$ cat src/pkg/ulpi_upper_pkg.sv
// package: upper ulpi register map constants and access types
package ulpi_upper_pkg;
    localparam logic [7:0] line_state_debug_addr     = 8'h15;
    localparam logic [7:0] scratch_write_addr        = 8'h16;
    localparam logic [7:0] scratch_set_addr          = 8'h17;
    localparam logic [7:0] scratch_clear_addr        = 8'h18;
    localparam logic [7:0] unimpl_low_addr           = 8'h19;
    localparam logic [7:0] unimpl_high_addr          = 8'h2E;
    localparam logic [7:0] extended_escape_addr      = 8'h2F;
    localparam logic [7:0] vendor_low_addr           = 8'h30;
    localparam logic [7:0] vendor_high_addr          = 8'h3F;
    localparam logic [7:0] power_write_addr          = 8'h3D;
    localparam logic [7:0] power_set_addr            = 8'h3E;
    localparam logic [7:0] power_clear_addr          = 8'h3F;
    localparam logic [7:0] immediate_mask            = 8'h3F;
    localparam logic [7:0] extended_last_alias       = 8'h3F;
    localparam logic [7:0] scratch_reset             = 8'h00;
    localparam logic [7:0] power_reset               = 8'h00;
    localparam int         bvalid_fall_bit           = 3;
    localparam int         bvalid_rise_bit           = 2;
    localparam int         line_level_high_pos       = 1;
    localparam int         line_level_low_pos        = 0;

    typedef struct packed {
        logic       valid;
        logic       write;
        logic       extended;
        logic [7:0] addr;
        logic [7:0] wdata;
    } reg_access_t;

    typedef struct packed {
        logic       valid;
        logic [7:0] rdata;
    } reg_reply_t;
endpackage

$ cat src/verilog/edge_sync.sv
// two-stage synchroniser with registered edge detect
`timescale 1ns/10ps
module edge_sync #(
    parameter int width = 1
) (
    input  wire logic             sys_clk,
    input  wire logic             rst,
    input  wire logic [width-1:0] async_in,
    output logic      [width-1:0] level_out,
    output logic      [width-1:0] rise_out,
    output logic      [width-1:0] fall_out
);
    logic [width-1:0] meta_reg;
    logic [width-1:0] sync_reg;

    always_ff @(posedge sys_clk or posedge rst) begin
        if (rst) begin
            meta_reg <= '0;
            sync_reg <= '0;
        end else begin
            meta_reg <= async_in;
            sync_reg <= meta_reg;
        end
    end

    always_ff @(posedge sys_clk or posedge rst) begin
        if (rst) begin
            level_out <= '0;
            rise_out  <= '0;
            fall_out  <= '0;
        end else begin
            level_out <= sync_reg;
            rise_out  <= sync_reg & ~level_out;
            fall_out  <= ~sync_reg & level_out;
        end
    end
endmodule

$ cat src/verilog/ulpi_phy_upper_register_map.sv
// upper ulpi register bank: debug, scratch, power control, rx events
`timescale 1ns/10ps

module ulpi_phy_upper_register_map (
    input  wire logic                       sys_clk,
    input  wire logic                       rst,
    input  wire ulpi_upper_pkg::reg_access_t access_in,
    input  wire logic [1:0]                 line_state_in,
    input  wire logic                       b_session_valid_in,
    input  wire logic                       rx_cmd_ack,
    output ulpi_upper_pkg::reg_reply_t      reply_out,
    output logic [7:0]                      scratch_out,
    output logic [7:0]                      power_control_out,
    output logic                            rx_cmd_req,
    output logic                            alternate_interrupt_flag
);
    // ----------------------------------------------------------------
    // input synchronisation
    // ----------------------------------------------------------------
    logic [2:0] sync_level;
    logic [2:0] sync_rise;
    logic [2:0] sync_fall;

    edge_sync #(.width(3)) u_sync (
        .sys_clk   (sys_clk),
        .rst       (rst),
        .async_in  ({b_session_valid_in, line_state_in}),
        .level_out (sync_level),
        .rise_out  (sync_rise),
        .fall_out  (sync_fall)
    );

    logic line_level_bit_high;
    logic line_level_bit_low;
    assign line_level_bit_high = sync_level[1];
    assign line_level_bit_low  = sync_level[0];

    // ----------------------------------------------------------------
    // address decode
    // ----------------------------------------------------------------
    // extended accesses above 3fh decode to ffh: writes are dropped and reads return zero
    function automatic logic [7:0] map_addr(input logic       ext,
                                            input logic [7:0] a);
        if (ext && a > ulpi_upper_pkg::extended_last_alias) begin
            map_addr = 8'hFF;
        end else begin
            map_addr = a & ulpi_upper_pkg::immediate_mask;
        end
    endfunction

    function automatic logic [7:0] apply_op(input logic [7:0] cur,
                                            input logic [7:0] wd,
                                            input logic [1:0] op);
        case (op)
            2'h0:    apply_op = wd;
            2'h1:    apply_op = cur | wd;
            2'h2:    apply_op = cur & ~wd;
            default: apply_op = cur;
        endcase
    endfunction

    logic [7:0] eff_addr;
    logic       wr_valid;
    logic       rd_valid;
    assign eff_addr = map_addr(access_in.extended, access_in.addr);
    assign wr_valid = access_in.valid & access_in.write;
    assign rd_valid = access_in.valid & ~access_in.write;

    // ----------------------------------------------------------------
    // scratch byte
    // ----------------------------------------------------------------
    logic [7:0] scratch_reg;
    logic [7:0] scratch_next;

    always_comb begin
        scratch_next = scratch_reg;
        if (wr_valid) begin
            case (eff_addr)
                ulpi_upper_pkg::scratch_write_addr:
                    scratch_next = apply_op(scratch_reg, access_in.wdata,
                                            2'h0);
                ulpi_upper_pkg::scratch_set_addr:
                    scratch_next = apply_op(scratch_reg, access_in.wdata,
                                            2'h1);
                ulpi_upper_pkg::scratch_clear_addr:
                    scratch_next = apply_op(scratch_reg, access_in.wdata,
                                            2'h2);
                default:
                    scratch_next = scratch_reg;
            endcase
        end
    end

    always_ff @(posedge sys_clk or posedge rst) begin
        if (rst) begin
            scratch_reg <= ulpi_upper_pkg::scratch_reset;
        end else begin
            scratch_reg <= scratch_next;
        end
    end

    // ----------------------------------------------------------------
    // power control
    // ----------------------------------------------------------------
    logic [7:0] power_reg;
    logic [7:0] power_next;

    always_comb begin
        power_next = power_reg;
        if (wr_valid) begin
            case (eff_addr)
                ulpi_upper_pkg::power_write_addr:
                    power_next = apply_op(power_reg, access_in.wdata, 2'h0);
                ulpi_upper_pkg::power_set_addr:
                    power_next = apply_op(power_reg, access_in.wdata, 2'h1);
                ulpi_upper_pkg::power_clear_addr:
                    power_next = apply_op(power_reg, access_in.wdata, 2'h2);
                default:
                    power_next = power_reg;
            endcase
        end
    end

    // reserved bits are stored as written; the link keeps them zero
    always_ff @(posedge sys_clk or posedge rst) begin
        if (rst) begin
            power_reg <= ulpi_upper_pkg::power_reset;
        end else begin
            power_reg <= power_next;
        end
    end

    // ----------------------------------------------------------------
    // read path
    // ----------------------------------------------------------------
    logic [7:0] rdata_next;

    always_comb begin
        rdata_next = 8'h00;
        case (eff_addr)
            ulpi_upper_pkg::line_state_debug_addr: begin
                rdata_next[ulpi_upper_pkg::line_level_high_pos] =
                    line_level_bit_high;
                rdata_next[ulpi_upper_pkg::line_level_low_pos] =
                    line_level_bit_low;
            end
            ulpi_upper_pkg::scratch_write_addr,
            ulpi_upper_pkg::scratch_set_addr,
            ulpi_upper_pkg::scratch_clear_addr:
                rdata_next = scratch_reg;
            ulpi_upper_pkg::power_write_addr,
            ulpi_upper_pkg::power_set_addr,
            ulpi_upper_pkg::power_clear_addr:
                rdata_next = power_reg;
            default:
                rdata_next = 8'h00;
        endcase
    end

    always_ff @(posedge sys_clk or posedge rst) begin
        if (rst) begin
            reply_out <= '0;
        end else begin
            reply_out.valid <= rd_valid;
            reply_out.rdata <= rd_valid ? rdata_next : 8'h00;
        end
    end

    always_ff @(posedge sys_clk or posedge rst) begin
        if (rst) begin
            scratch_out       <= 8'h00;
            power_control_out <= 8'h00;
        end else begin
            scratch_out       <= scratch_reg;
            power_control_out <= power_reg;
        end
    end

    // ----------------------------------------------------------------
    // session edge rx commands
    // ----------------------------------------------------------------
    logic edge_hit;
    assign edge_hit =
        (sync_fall[2] & power_reg[ulpi_upper_pkg::bvalid_fall_bit]) |
        (sync_rise[2] & power_reg[ulpi_upper_pkg::bvalid_rise_bit]);

    // a new edge wins over the ack in the same cycle
    always_ff @(posedge sys_clk or posedge rst) begin
        if (rst) begin
            rx_cmd_req               <= 1'b0;
            alternate_interrupt_flag <= 1'b0;
        end else if (edge_hit) begin
            rx_cmd_req               <= 1'b1;
            alternate_interrupt_flag <= 1'b1;
        end else if (rx_cmd_ack) begin
            rx_cmd_req               <= 1'b0;
            alternate_interrupt_flag <= 1'b0;
        end
    end
endmodule

$ cat config.mk
export PLATFORM = sky130hd
export DESIGN_NAME = ulpi_phy_upper_register_map
export DESIGN_NICKNAME = d
export VERILOG_FILES = /design/src/pkg/ulpi_upper_pkg.sv /design/src/verilog/edge_sync.sv /design/src/verilog/ulpi_phy_upper_register_map.sv
export SDC_FILE = /design/constraint.sdc
export NUM_CORES = 1
export LEC_CHECK = 0
export CAP_MARGIN = 20
export CORE_MARGIN = 2
export CORE_UTILIZATION = 24
export CTS_CLUSTER_DIAMETER = 60
export DETAILED_ROUTE_END_ITERATION = 10
export DONT_BUFFER_PORTS = 1
export MAX_ROUTING_LAYER = met4
export PLACE_DENSITY = 0.44
export SLEW_MARGIN = 20
export SYNTH_ARGS = -nofsm -noshare
export SYNTH_HDL_FRONTEND = slang
export SYNTH_SLANG_ARGS = --single-unit
$ cat constraint.sdc
create_clock -name sys_clk -period 4.55 [get_ports sys_clk]
set_clock_uncertainty 0.05 [all_clocks]
set_input_delay 0.455 -clock sys_clk [delete_from_list [all_inputs] [get_ports sys_clk]]
set_output_delay 0.455 -clock sys_clk [all_outputs]
set_load 0.005 [all_outputs]
# After elaboration in Yosys (flattened, before gate mapping)
# Index checks and enable logic that the tools add are counted.
totals:
  ff_bits: 57
  input_bits: 25
  wordCells: 51
op_classes:
  n_lt_le_gt_ge: 1
  eq_ne: 7
  muxes: 8
  bitwise_logic: 15
  n_reduce_logical: 8
ops:
  columns: ["op", "count"]
  rows:
  - ["$pmux 8 s3", 2]
  - ["$eq 8x5->1 const B", 4]
  - ["$eq 8x6->1 const B", 3]
  - ["$and 8x8->8", 2]
  - ["$mux 8", 2]
  - ["$or 8x8->8", 2]
  - ["$pmux 6 s2", 1]
  - ["$gt 8x6->1 const B", 1]
  - ["$not 8->8", 1]
  - ["$and 3x3->3", 2]
  - ["$not 3->3", 2]
  - ["$pmux 2 s3", 1]
  - ["$reduce_bool 3->1", 2]
  - ["$reduce_or 3->1", 2]
  - ["$and 1x1->1", 4]
  - ["$reduce_and 2->1", 2]
  - ["$mux 1", 2]
  - ["$reduce_bool 2->1", 1]
  - ["$logic_and 1x1->1", 1]
  - ["$not 1->1", 1]
  - ["$or 1x1->1", 1]

# Longest topological paths before layout
# Gate-level depths: netlist (run 1).
logic_depth:
  ltp_word: 7
  depth_mapped: 5
  ltp_nobuf: 4

# Hierarchy
# A second synthesis (run 1) with hierarchy kept.
hier_totals:
  cells_unflattened: 152
  hier_area_um2: 2075.7
modules_own_cells:
  columns: ["mod", "instances", "cells_per_inst", "area_each_um2"]
  rows:
  - ["ulpi_phy_upper_register_map", 1, 130, 1644.1]
  - ["edge_sync", 1, 22, 431.7]

# Worst setup path before layout (run 1)
# Ideal clock, no wire load.
synth_timing:
  path_kind: "input-to-reg"
  startpoint: "input port access_in[15] (netlist bit)"
  endpoint: "register power_reg[0]"
  t_arrival_ns: 1.424
  required_ns: 4.424
  path_slack_ns: 3.000
  path_stages: 5
  n_path_buf: 1
  path_cell_list: "o21ai_2 -> nand3_2 -> or3_1 -> buf_2 -> o21ai_1"
synth_via:
  elab_chain_cells: 6
  word_cells_on_any_way: 9
  classes_between: "order compare (1); eq/ne (3); mux (2); reduce/logical (3)"
synth_lines:
  columns: ["element", "line_no", "text"]
  rows:
  - ["start, declared", "ulpi_phy_upper_register_map.sv:7", "input wire ulpi_upper_pkg::reg_access_t access_in,"]
  - ["$gt 8x6->1 *", "ulpi_phy_upper_register_map.sv:44", "if (ext && a > ulpi_upper_pkg::extended_last_alias) begin"]
  - ["$logic_and 1x1->1 *", "ulpi_phy_upper_register_map.sv:44", null]
  - ["$mux 8 *", "ulpi_phy_upper_register_map.sv:44", null]
  - ["$eq 8x6->1", "ulpi_phy_upper_register_map.sv:111", "case (eff_addr)"]
  - ["$reduce_bool 3->1 (no source line)", null, null]
  - ["$reduce_and 2->1 (no source line)", null, null]
  - ["end signal, assigned", "ulpi_phy_upper_register_map.sv:127", "power_reg <= ulpi_upper_pkg::power_reset;"]
  - ["end signal, assigned", "ulpi_phy_upper_register_map.sv:129", "power_reg <= power_next;"]
  - ["end, declared", "ulpi_phy_upper_register_map.sv:105", "logic [7:0] power_reg;"]
# Mark *: on every way between the ends. The rest lies on a longest branch, timed or not.
# A chain may end at the register's enable or synchronous reset.

# Worst setup path after layout (run 1)
layout_timing:
  startpoint: "input port access_in[15] (netlist bit)"
  endpoint: "register reply_out[2] (netlist bit)"
layout_via:
  elab_chain_cells: 7
  word_cells_on_any_way: 13
  classes_between: "order compare (1); eq/ne (6); mux (3); reduce/logical (3)"
layout_lines:
  columns: ["element", "line_no", "text"]
  rows:
  - ["$gt 8x6->1 *", "ulpi_phy_upper_register_map.sv:44", null]
  - ["$logic_and 1x1->1 *", "ulpi_phy_upper_register_map.sv:44", null]
  - ["$mux 8 *", "ulpi_phy_upper_register_map.sv:44", null]
  - ["$eq 8x6->1 / $eq 8x5->1 (equally long branches)", "ulpi_phy_upper_register_map.sv:140", "case (eff_addr)"]
  - ["$reduce_or 3->1", "ulpi_phy_upper_register_map.sv:140", null]
  - ["$pmux 6 s2 *", "ulpi_phy_upper_register_map.sv:140", null]
  - ["$mux 8 *", "ulpi_phy_upper_register_map.sv:165", "reply_out.rdata <= rd_valid ? rdata_next : 8'h00;"]
  - ["end, declared", "ulpi_phy_upper_register_map.sv:11", "output ulpi_upper_pkg::reg_reply_t reply_out,"]
# Marked as above.

==> results of run 1 <==
worst register-to-register path: stages (launching register included):
cell and delay (ns):
dfrtp_1 0.43, a22oi_1 0.17, o21ai_0 0.11
synthesized netlist by cell type (all sizes together):
cell type / instances
a22o: 14
a22oi: 3
and3: 2
and3b: 1
and4b: 2
buf: 4
clkbuf: 1
dfrtp: 53
inv: 11
nand2: 1
nand3: 3
nand3b: 1
nor2: 3
nor2b: 11
nor3: 2
nor4b: 1
o2111ai: 1
o211ai: 1
o21ai: 11
o21bai: 8
o2bb2ai: 2
o31ai: 8
or2: 1
or3: 1
xnor2: 1
power by group through the flow:
stage | Sequential [mW] | Combinational, mW | Clock, mW
after global placement | 0.541 | 0.0407 | 0
after detailed placement | 0.541 | 0.0426 | 0
final | 0.530 | 0.0414 | 0.254
after CTS | 0.531 | 0.0427 | 0.268
after global routing | 0.535 | 0.0477 | 0.290
after floorplan | 0.532 | 0.0370 | 0
worst min path at each step:
stage / start / end / slack [ns] / depth (start not counted)
2_1_floorplan: u_sync.sync_reg[0]$_DFF_PP0_ / u_sync.level_out[0]$_DFF_PP0_ / 0.28 / 0
3_3_place_gp: u_sync.meta_reg[2]$_DFF_PP0_ / u_sync.sync_reg[2]$_DFF_PP0_ / 0.29 / 0
3_5_place_dp: u_sync.meta_reg[2]$_DFF_PP0_ / u_sync.sync_reg[2]$_DFF_PP0_ / 0.28 / 0
4_1_cts: line_state_in[0] / u_sync.meta_reg[0]$_DFF_PP0_ / 0.11 / 0
5_1_grt: line_state_in[0] / u_sync.meta_reg[0]$_DFF_PP0_ / 0.1 / 0
6_report: line_state_in[0] / u_sync.meta_reg[0]$_DFF_PP0_ / 0.13 / 0
area by class of cell:
cell class	count	area [sq um]	share of cell area
clock buffer	7	76.3	0.0356
clock inverter	1	7.51	0.00350
inverter	11	41.3	0.0193
multi-input combinational	78	557	0.260
sequential	53	1330	0.619
tap	102	128	0.0595
timing repair buffer	1	7.51	0.00350
cell usage in the layout, fill, tap and decap left out, types with 3 or more instances in the layout:
cell / Yosys / layout
inv_1: 11 / 10
nor2b_1: 11 / 11
dfrtp_1: 53 / 53
clkbuf_8: 0 / 5
a22oi_1: 3 / 3
nor2_1: 3 / 3
o21bai_1: 8 / 8
a22o_1: 14 / 14
o31ai_1: 8 / 8
o21ai_1: 8 / 8
through the flow:
stage	worst slack, ns	total power [mW]	area (sq um)	util
6_report	2.87	0.826	2140	0.275
5_1_grt	2.72	0.873	2140	0.275
3_5_place_dp	2.51	0.583	2060	0.264
4_1_cts	2.82	0.842	2140	0.275
2_1_floorplan	2.76	0.569	1950	-
3_3_place_gp	2.61	0.581	2060	0.264
per-layer routing:
| layer | routed length, um | GRT usage |
|---|---|---|
| met1 | 1640 | 0.106 |
| met2 | 2230 | 0.179 |
| met3 | 305 | 0.0433 |
| met4 | 68 | 0.0435 |
| met5 | 0 | - |
cell families after synthesis:
group	Yosys count
flops	53
compound gates	48
simple gates	29
buf+inv	16
xor+xnor	1
==> out/results.ini, run 1 <==
[routing]
dr.pass1.iters=2
drt_iter0_markers=63
drc=0
wl_per_cell_um=16.8
vias_per_cell=4.49
routed_wl_mm=4.25
vias=1136
ant_nets=0

[worst_setup_path]
crit_family=simple AND/OR/NAND/NOR gates
r2r_cells=2
path_cells=o21ai_2, nand3_1, nor3_1, a22o_1
rrSetupSlack_ns=3.67
crit_type=in -> reg
cp-start-kind=input pin
slowest_stage=nor3_1
required_ns=4.73
timing.critical_path.buf_inv=0
crit_cells=4
cp-startpoint=access_in[15]
arrival_ns=1.86
r2r_end=alternate_interrupt_flag$_DFFE_PP0P_
cpPeakStageDelay_ns=0.77
cp_max_fo=6
critPathCaptureType=register
cp-endpoint=reply_out[2]$_DFF_PP0_
worstReg2RegStart=power_reg[3]$_DFFE_PP0P_

[clock_network]
clk_pin_slew_ns=0.08
cts.sinks=53
clock_latency_ns=0.30
cts_root_buffer=clkbuf_8
cts_resized=0
cts_max_level=2
clockBufferDepth=2
hold_buffers=0
cts_tree=built
cts-buffers-inserted=5
post_cts_buffers=0

[floorplan]
die_h_um=94.1
dieArea_sq_mm=0.00886
rows=32
die_x_um=94.1
core_sq_mm=0.00781
io_pins=52
start_util=0.250

[sta]
grt_setup_unrepaired=no
finalSetupViolCount=0
hold_violations=0
max_freq_ghz=0.594
min_period_over_period=0.370
period_minus_slack_ns=1.68
setup-tns-final_ns=0
whs_ns=0.132
final-max-slew-violation-count=0
relSlewSlack=0.392
tightest_slew_ns=0.904

[pwr]
p_per_area_mw_per_mm2=385
p_switching_mw=0.192
leakagePower_nw=0.959
p_int_mw=0.634
ir_drop_mv=0.0994
clkPwrFrac=0.308
power_frac_comb=0.050
power.sequential.fraction=0.642
swShare=0.232

[finish]
fin_cells=253
largest-register=reply_out
nFillCells=808
diodes=0
syn2layout_area_growth_pct=9.95
largest_register_ffs=9
final_nets=175
drive_above_1_share=0.0795

[global_route]
antenna_found_initial=0
overflow=0
first_global_vias=1202
track_usage=0.104
grt_pass1_wl_mm=6.50
grt_max_degree=54

[synth]
synth_fa_ha_area_frac=0
synthesis.area_sq_mm=0.00195
postSynthCellCount=147
syn_avg_cell_area_sq_um=13.3
synth_seq_area_share=0.680
synth-simple-area-share=0.0976
synthMuxAreaShare=0
yosys.area.top_type_share=0.680
synth_seq_cells=53
synth_area_leaders=dfrtp_1 (68%), a22o_1 (6.3%), nor2b_1 (3.5%)
yosysTopAreaCell=dfrtp_1
synth_compound_area_frac=0.184
synth_fp_nets=172
synth_xor_area_frac=0.00449
yosys_warnings=0
synth_cell_type_count=30
synth_top_family_by_area=compound AO/OA/AOI/OAI gates

[placement]
portBuffers=0
dp_hpwl_mm=2.90
place.gp.congestion=0.696
dp.cells=245

[outcome]
outcome=finished clean

[flow_run]
max_cap_violations=0

[worst_hold_path]
hp-class=in -> reg

Power figures use the tool's default switching activity.
==> run 2, diff against run 1 <==
--- a/config.mk
+++ b/config.mk
@@ -5,6 +5,7 @@
 export SDC_FILE = /design/constraint.sdc
 export NUM_CORES = 1
 export LEC_CHECK = 0
+export ABC_AREA = 1
 export CAP_MARGIN = 20
 export CORE_MARGIN = 2
 export CORE_UTILIZATION = 24
==> constraint.sdc (replaced) <==
create_clock -name sys_clk -period 1.6 [get_ports sys_clk]
set_clock_uncertainty 0.05 [all_clocks]
set_input_delay 0.16 -clock sys_clk [delete_from_list [all_inputs] [get_ports sys_clk]]
set_output_delay 0.16 -clock sys_clk [all_outputs]
set_load 0.005 [all_outputs]
==> out/results.ini, run 2 <==
[outcome]
outcome=finished clean

[synth]
synth_seq_area_share=0.626
synth_seq_cells=53
synth_commonest_cells=nand2_1 (57), dfrtp_1 (53), inv_1 (24)
syn_avg_cell_area_sq_um=9.94
yosysTopAreaCell=dfrtp_1
synth_edf_count=0
synthesis.area_sq_mm=0.00212
synth_cell_type_count=23
synth-async-reset-ratio=1.00
synth_fp_nets=238
synth_most_common_cell=nand2_1
synth_ff_type=dfrtp_1
yosys.area.top_type_share=0.626
synth_area_leaders=dfrtp_1 (63%), nand2_1 (10%), inv_1 (4.3%)
postSynthCellCount=213
yosys_warnings=0

[routing]
routed_wl_mm=4.95
wl_per_cell_um=14.5
drt_iter0_markers=95
vias_per_cell=4.34
drc=0
ant_nets=0
vias=1477
dr.pass1.iters=4

[pwr]
fin_total_pwr_mw=2.74
ir_drop_mv=0.343
p_per_area_mw_per_mm2=1100
leakagePower_nw=1.15

[floorplan]
start_util=0.245
die_x_um=97.9
rows=34
dieArea_sq_mm=0.00959
core_sq_mm=0.00864
die_h_um=97.9
io_pins=52

[worst_setup_path]
cpPeakStageDelay_ns=0.56
arrival_ns=1.41
critPathMostFrequentCell=dlygate4sd3_1
crit_type=in -> reg
cp-start-kind=input pin
r2r_cells=4
path_cells=dlygate4sd3_1, nor2_1, dlygate4sd3_1
cp_max_fo=2
slowest_stage=dlygate4sd3_1
required_ns=1.80
critPathCaptureType=register

[clock_network]
clk_pin_slew_ns=0.10
cts_tree=built
cts_max_level=2
cts_resized=0
cts.sinks=53
cts-buffers-inserted=5
cts_root_buffer=clkbuf_8
clock_latency_ns=0.30
clockBufferDepth=2

[sta]
max_freq_ghz=0.829
relSlewSlack=0.670
setup-tns-final_ns=0
tightest_slew_ns=0.494
period_minus_slack_ns=1.21
min_period_over_period=0.754
final-max-slew-violation-count=0
grt_setup_unrepaired=no
finalSetupViolCount=0
hold_violations=0

[finish]
final_cell_mix=nand2_1 (57), dfrtp_1 (53), inv_1 (23), dlygate4sd3_1 (15), nor2_1 (14)
diodes=0
syn2layout_area_growth_pct=17.7
final_common_cell=nand2_1
final_util=0.289
largest_register_ffs=9
design_area_sq_mm=0.00249
largest-register=reply_out
multi_input_area_sq_um=652
drive_above_1_share=0.0905
area.sequential_sq_mm=0.00133
nFillCells=909
final_nets=256

[worst_hold_path]
hp-class=in -> reg
worstHoldPathCells=3

[placement]
dp_hpwl_mm=3.27
place.gp.congestion=0.811
portBuffers=0
placed_cell_area_sq_mm=0.00223

[global_route]
first_global_vias=1515
grt_max_degree=54
overflow=0
track_usage=0.111
grt_pass1_wl_mm=8.12
antenna_found_initial=0

[flow_run]
max_cap_violations=0

[run 2: changes by cell type after synthesis, sizes merged, moves of 8 or more]
cell / previous run / this run
nand2: 1 / 61
a22o: 14 / 0
inv: 11 / 25
nor2: 3 / 17
nor2b: 11 / 0
a21oi: 0 / 10
nand3: 3 / 13
nand4: 0 / 9
o21bai: 8 / 0
[run 2: worst max-delay path, delay by kind of cell]
kind,cells,cell delay [ns]
buffers and inverters,2,1.10
AND/OR/NAND/NOR,1,0.15
[run 2: stage by stage]
| step | worst slack [ns] | hold WS, ns | instances |
|---|---|---|---|
| 6_report | 0.393 | 0.0174 | 340 |
| 5_1_grt | 0.331 | 0.0148 | 340 |
| 4_1_cts | 0.398 | 0.00476 | 340 |
| 3_5_place_dp | 0.174 | 0.0729 | 317 |
| 3_3_place_gp | 0.213 | 0.0757 | 317 |
| 2_1_floorplan | 0.104 | 0.141 | 213 |
[run 2: report_power, final]
part / total [mW] / internal (mW) / switching [mW] / leakage (nW)
combinational: 0.207 / 0.0798 / 0.127 / 0.398
clock: 0.940 / 0.511 / 0.429 / 0.0585
sequential: 1.59 / 1.49 / 0.103 / 0.695
[run 2: metal layers]
| metal | track usage | routed length [um] | vias up | part of all wire |
|---|---|---|---|---|
| li1 | - | - | 723 | - |
| met1 | 0.148 | 2260 | 711 | 0.46 |
| met2 | 0.163 | 2350 | 41 | 0.47 |
| met3 | 0.0387 | 314 | 2 | 0.063 |
| met4 | 0.0256 | 29 | 0 | 0.0059 |
| met5 | - | 0 | - | 0 |
[run 2: cell type report]
class	count	area share
Clock buffer	7	0.0346
Clock inverter	1	0.0120
Inverter	25	0.0376
Multi-Input combinational cell	130	0.261
Sequential cell	53	0.532
Tap cell	108	0.0542
Timing Repair Buffer	16	0.0682
[run 2: what timing repair did]
action / 4_1_cts / 5_1_grt
setup endpoints to repair: 0 / 0
buffers inserted: 0 / 0
endpoints found under the hold margin: 74 / 0
hold buffers: 15 / 0
[run 2: worst paths after layout]
kind / startpoint / end / slack (ns)
worst max-delay path: access_in[17] / reply_out[8]$_DFF_PP0_ / 0.39
worst min-delay path: access_in[6] / power_reg[6]$_DFFE_PP0P_ / 0.02
worst max register to register: power_reg[0]$_DFFE_PP0P_ / reply_out[0]$_DFF_PP0_ / 0.68
worst min register to register: u_sync.meta_reg[1]$_DFF_PP0_ / u_sync.sync_reg[1]$_DFF_PP0_ / 0.30
max in group asynchronous: rst / scratch_out[1]$_DFF_PP0_ / 0.95
min in group asynchronous: rst / reply_out[6]$_DFF_PP0_ / 0.30
[run 2: kinds of logic (layout without fill, tap and decap cells)]
family                 after synthesis  count (layout)  share of synthesized area
buffers and inverters               30              49                     0.0662
AND/OR/NAND/NOR                    100             100                      0.219
AO/OA/AOI/OAI                       30              30                     0.0886
flip-flops                          53              53                      0.626
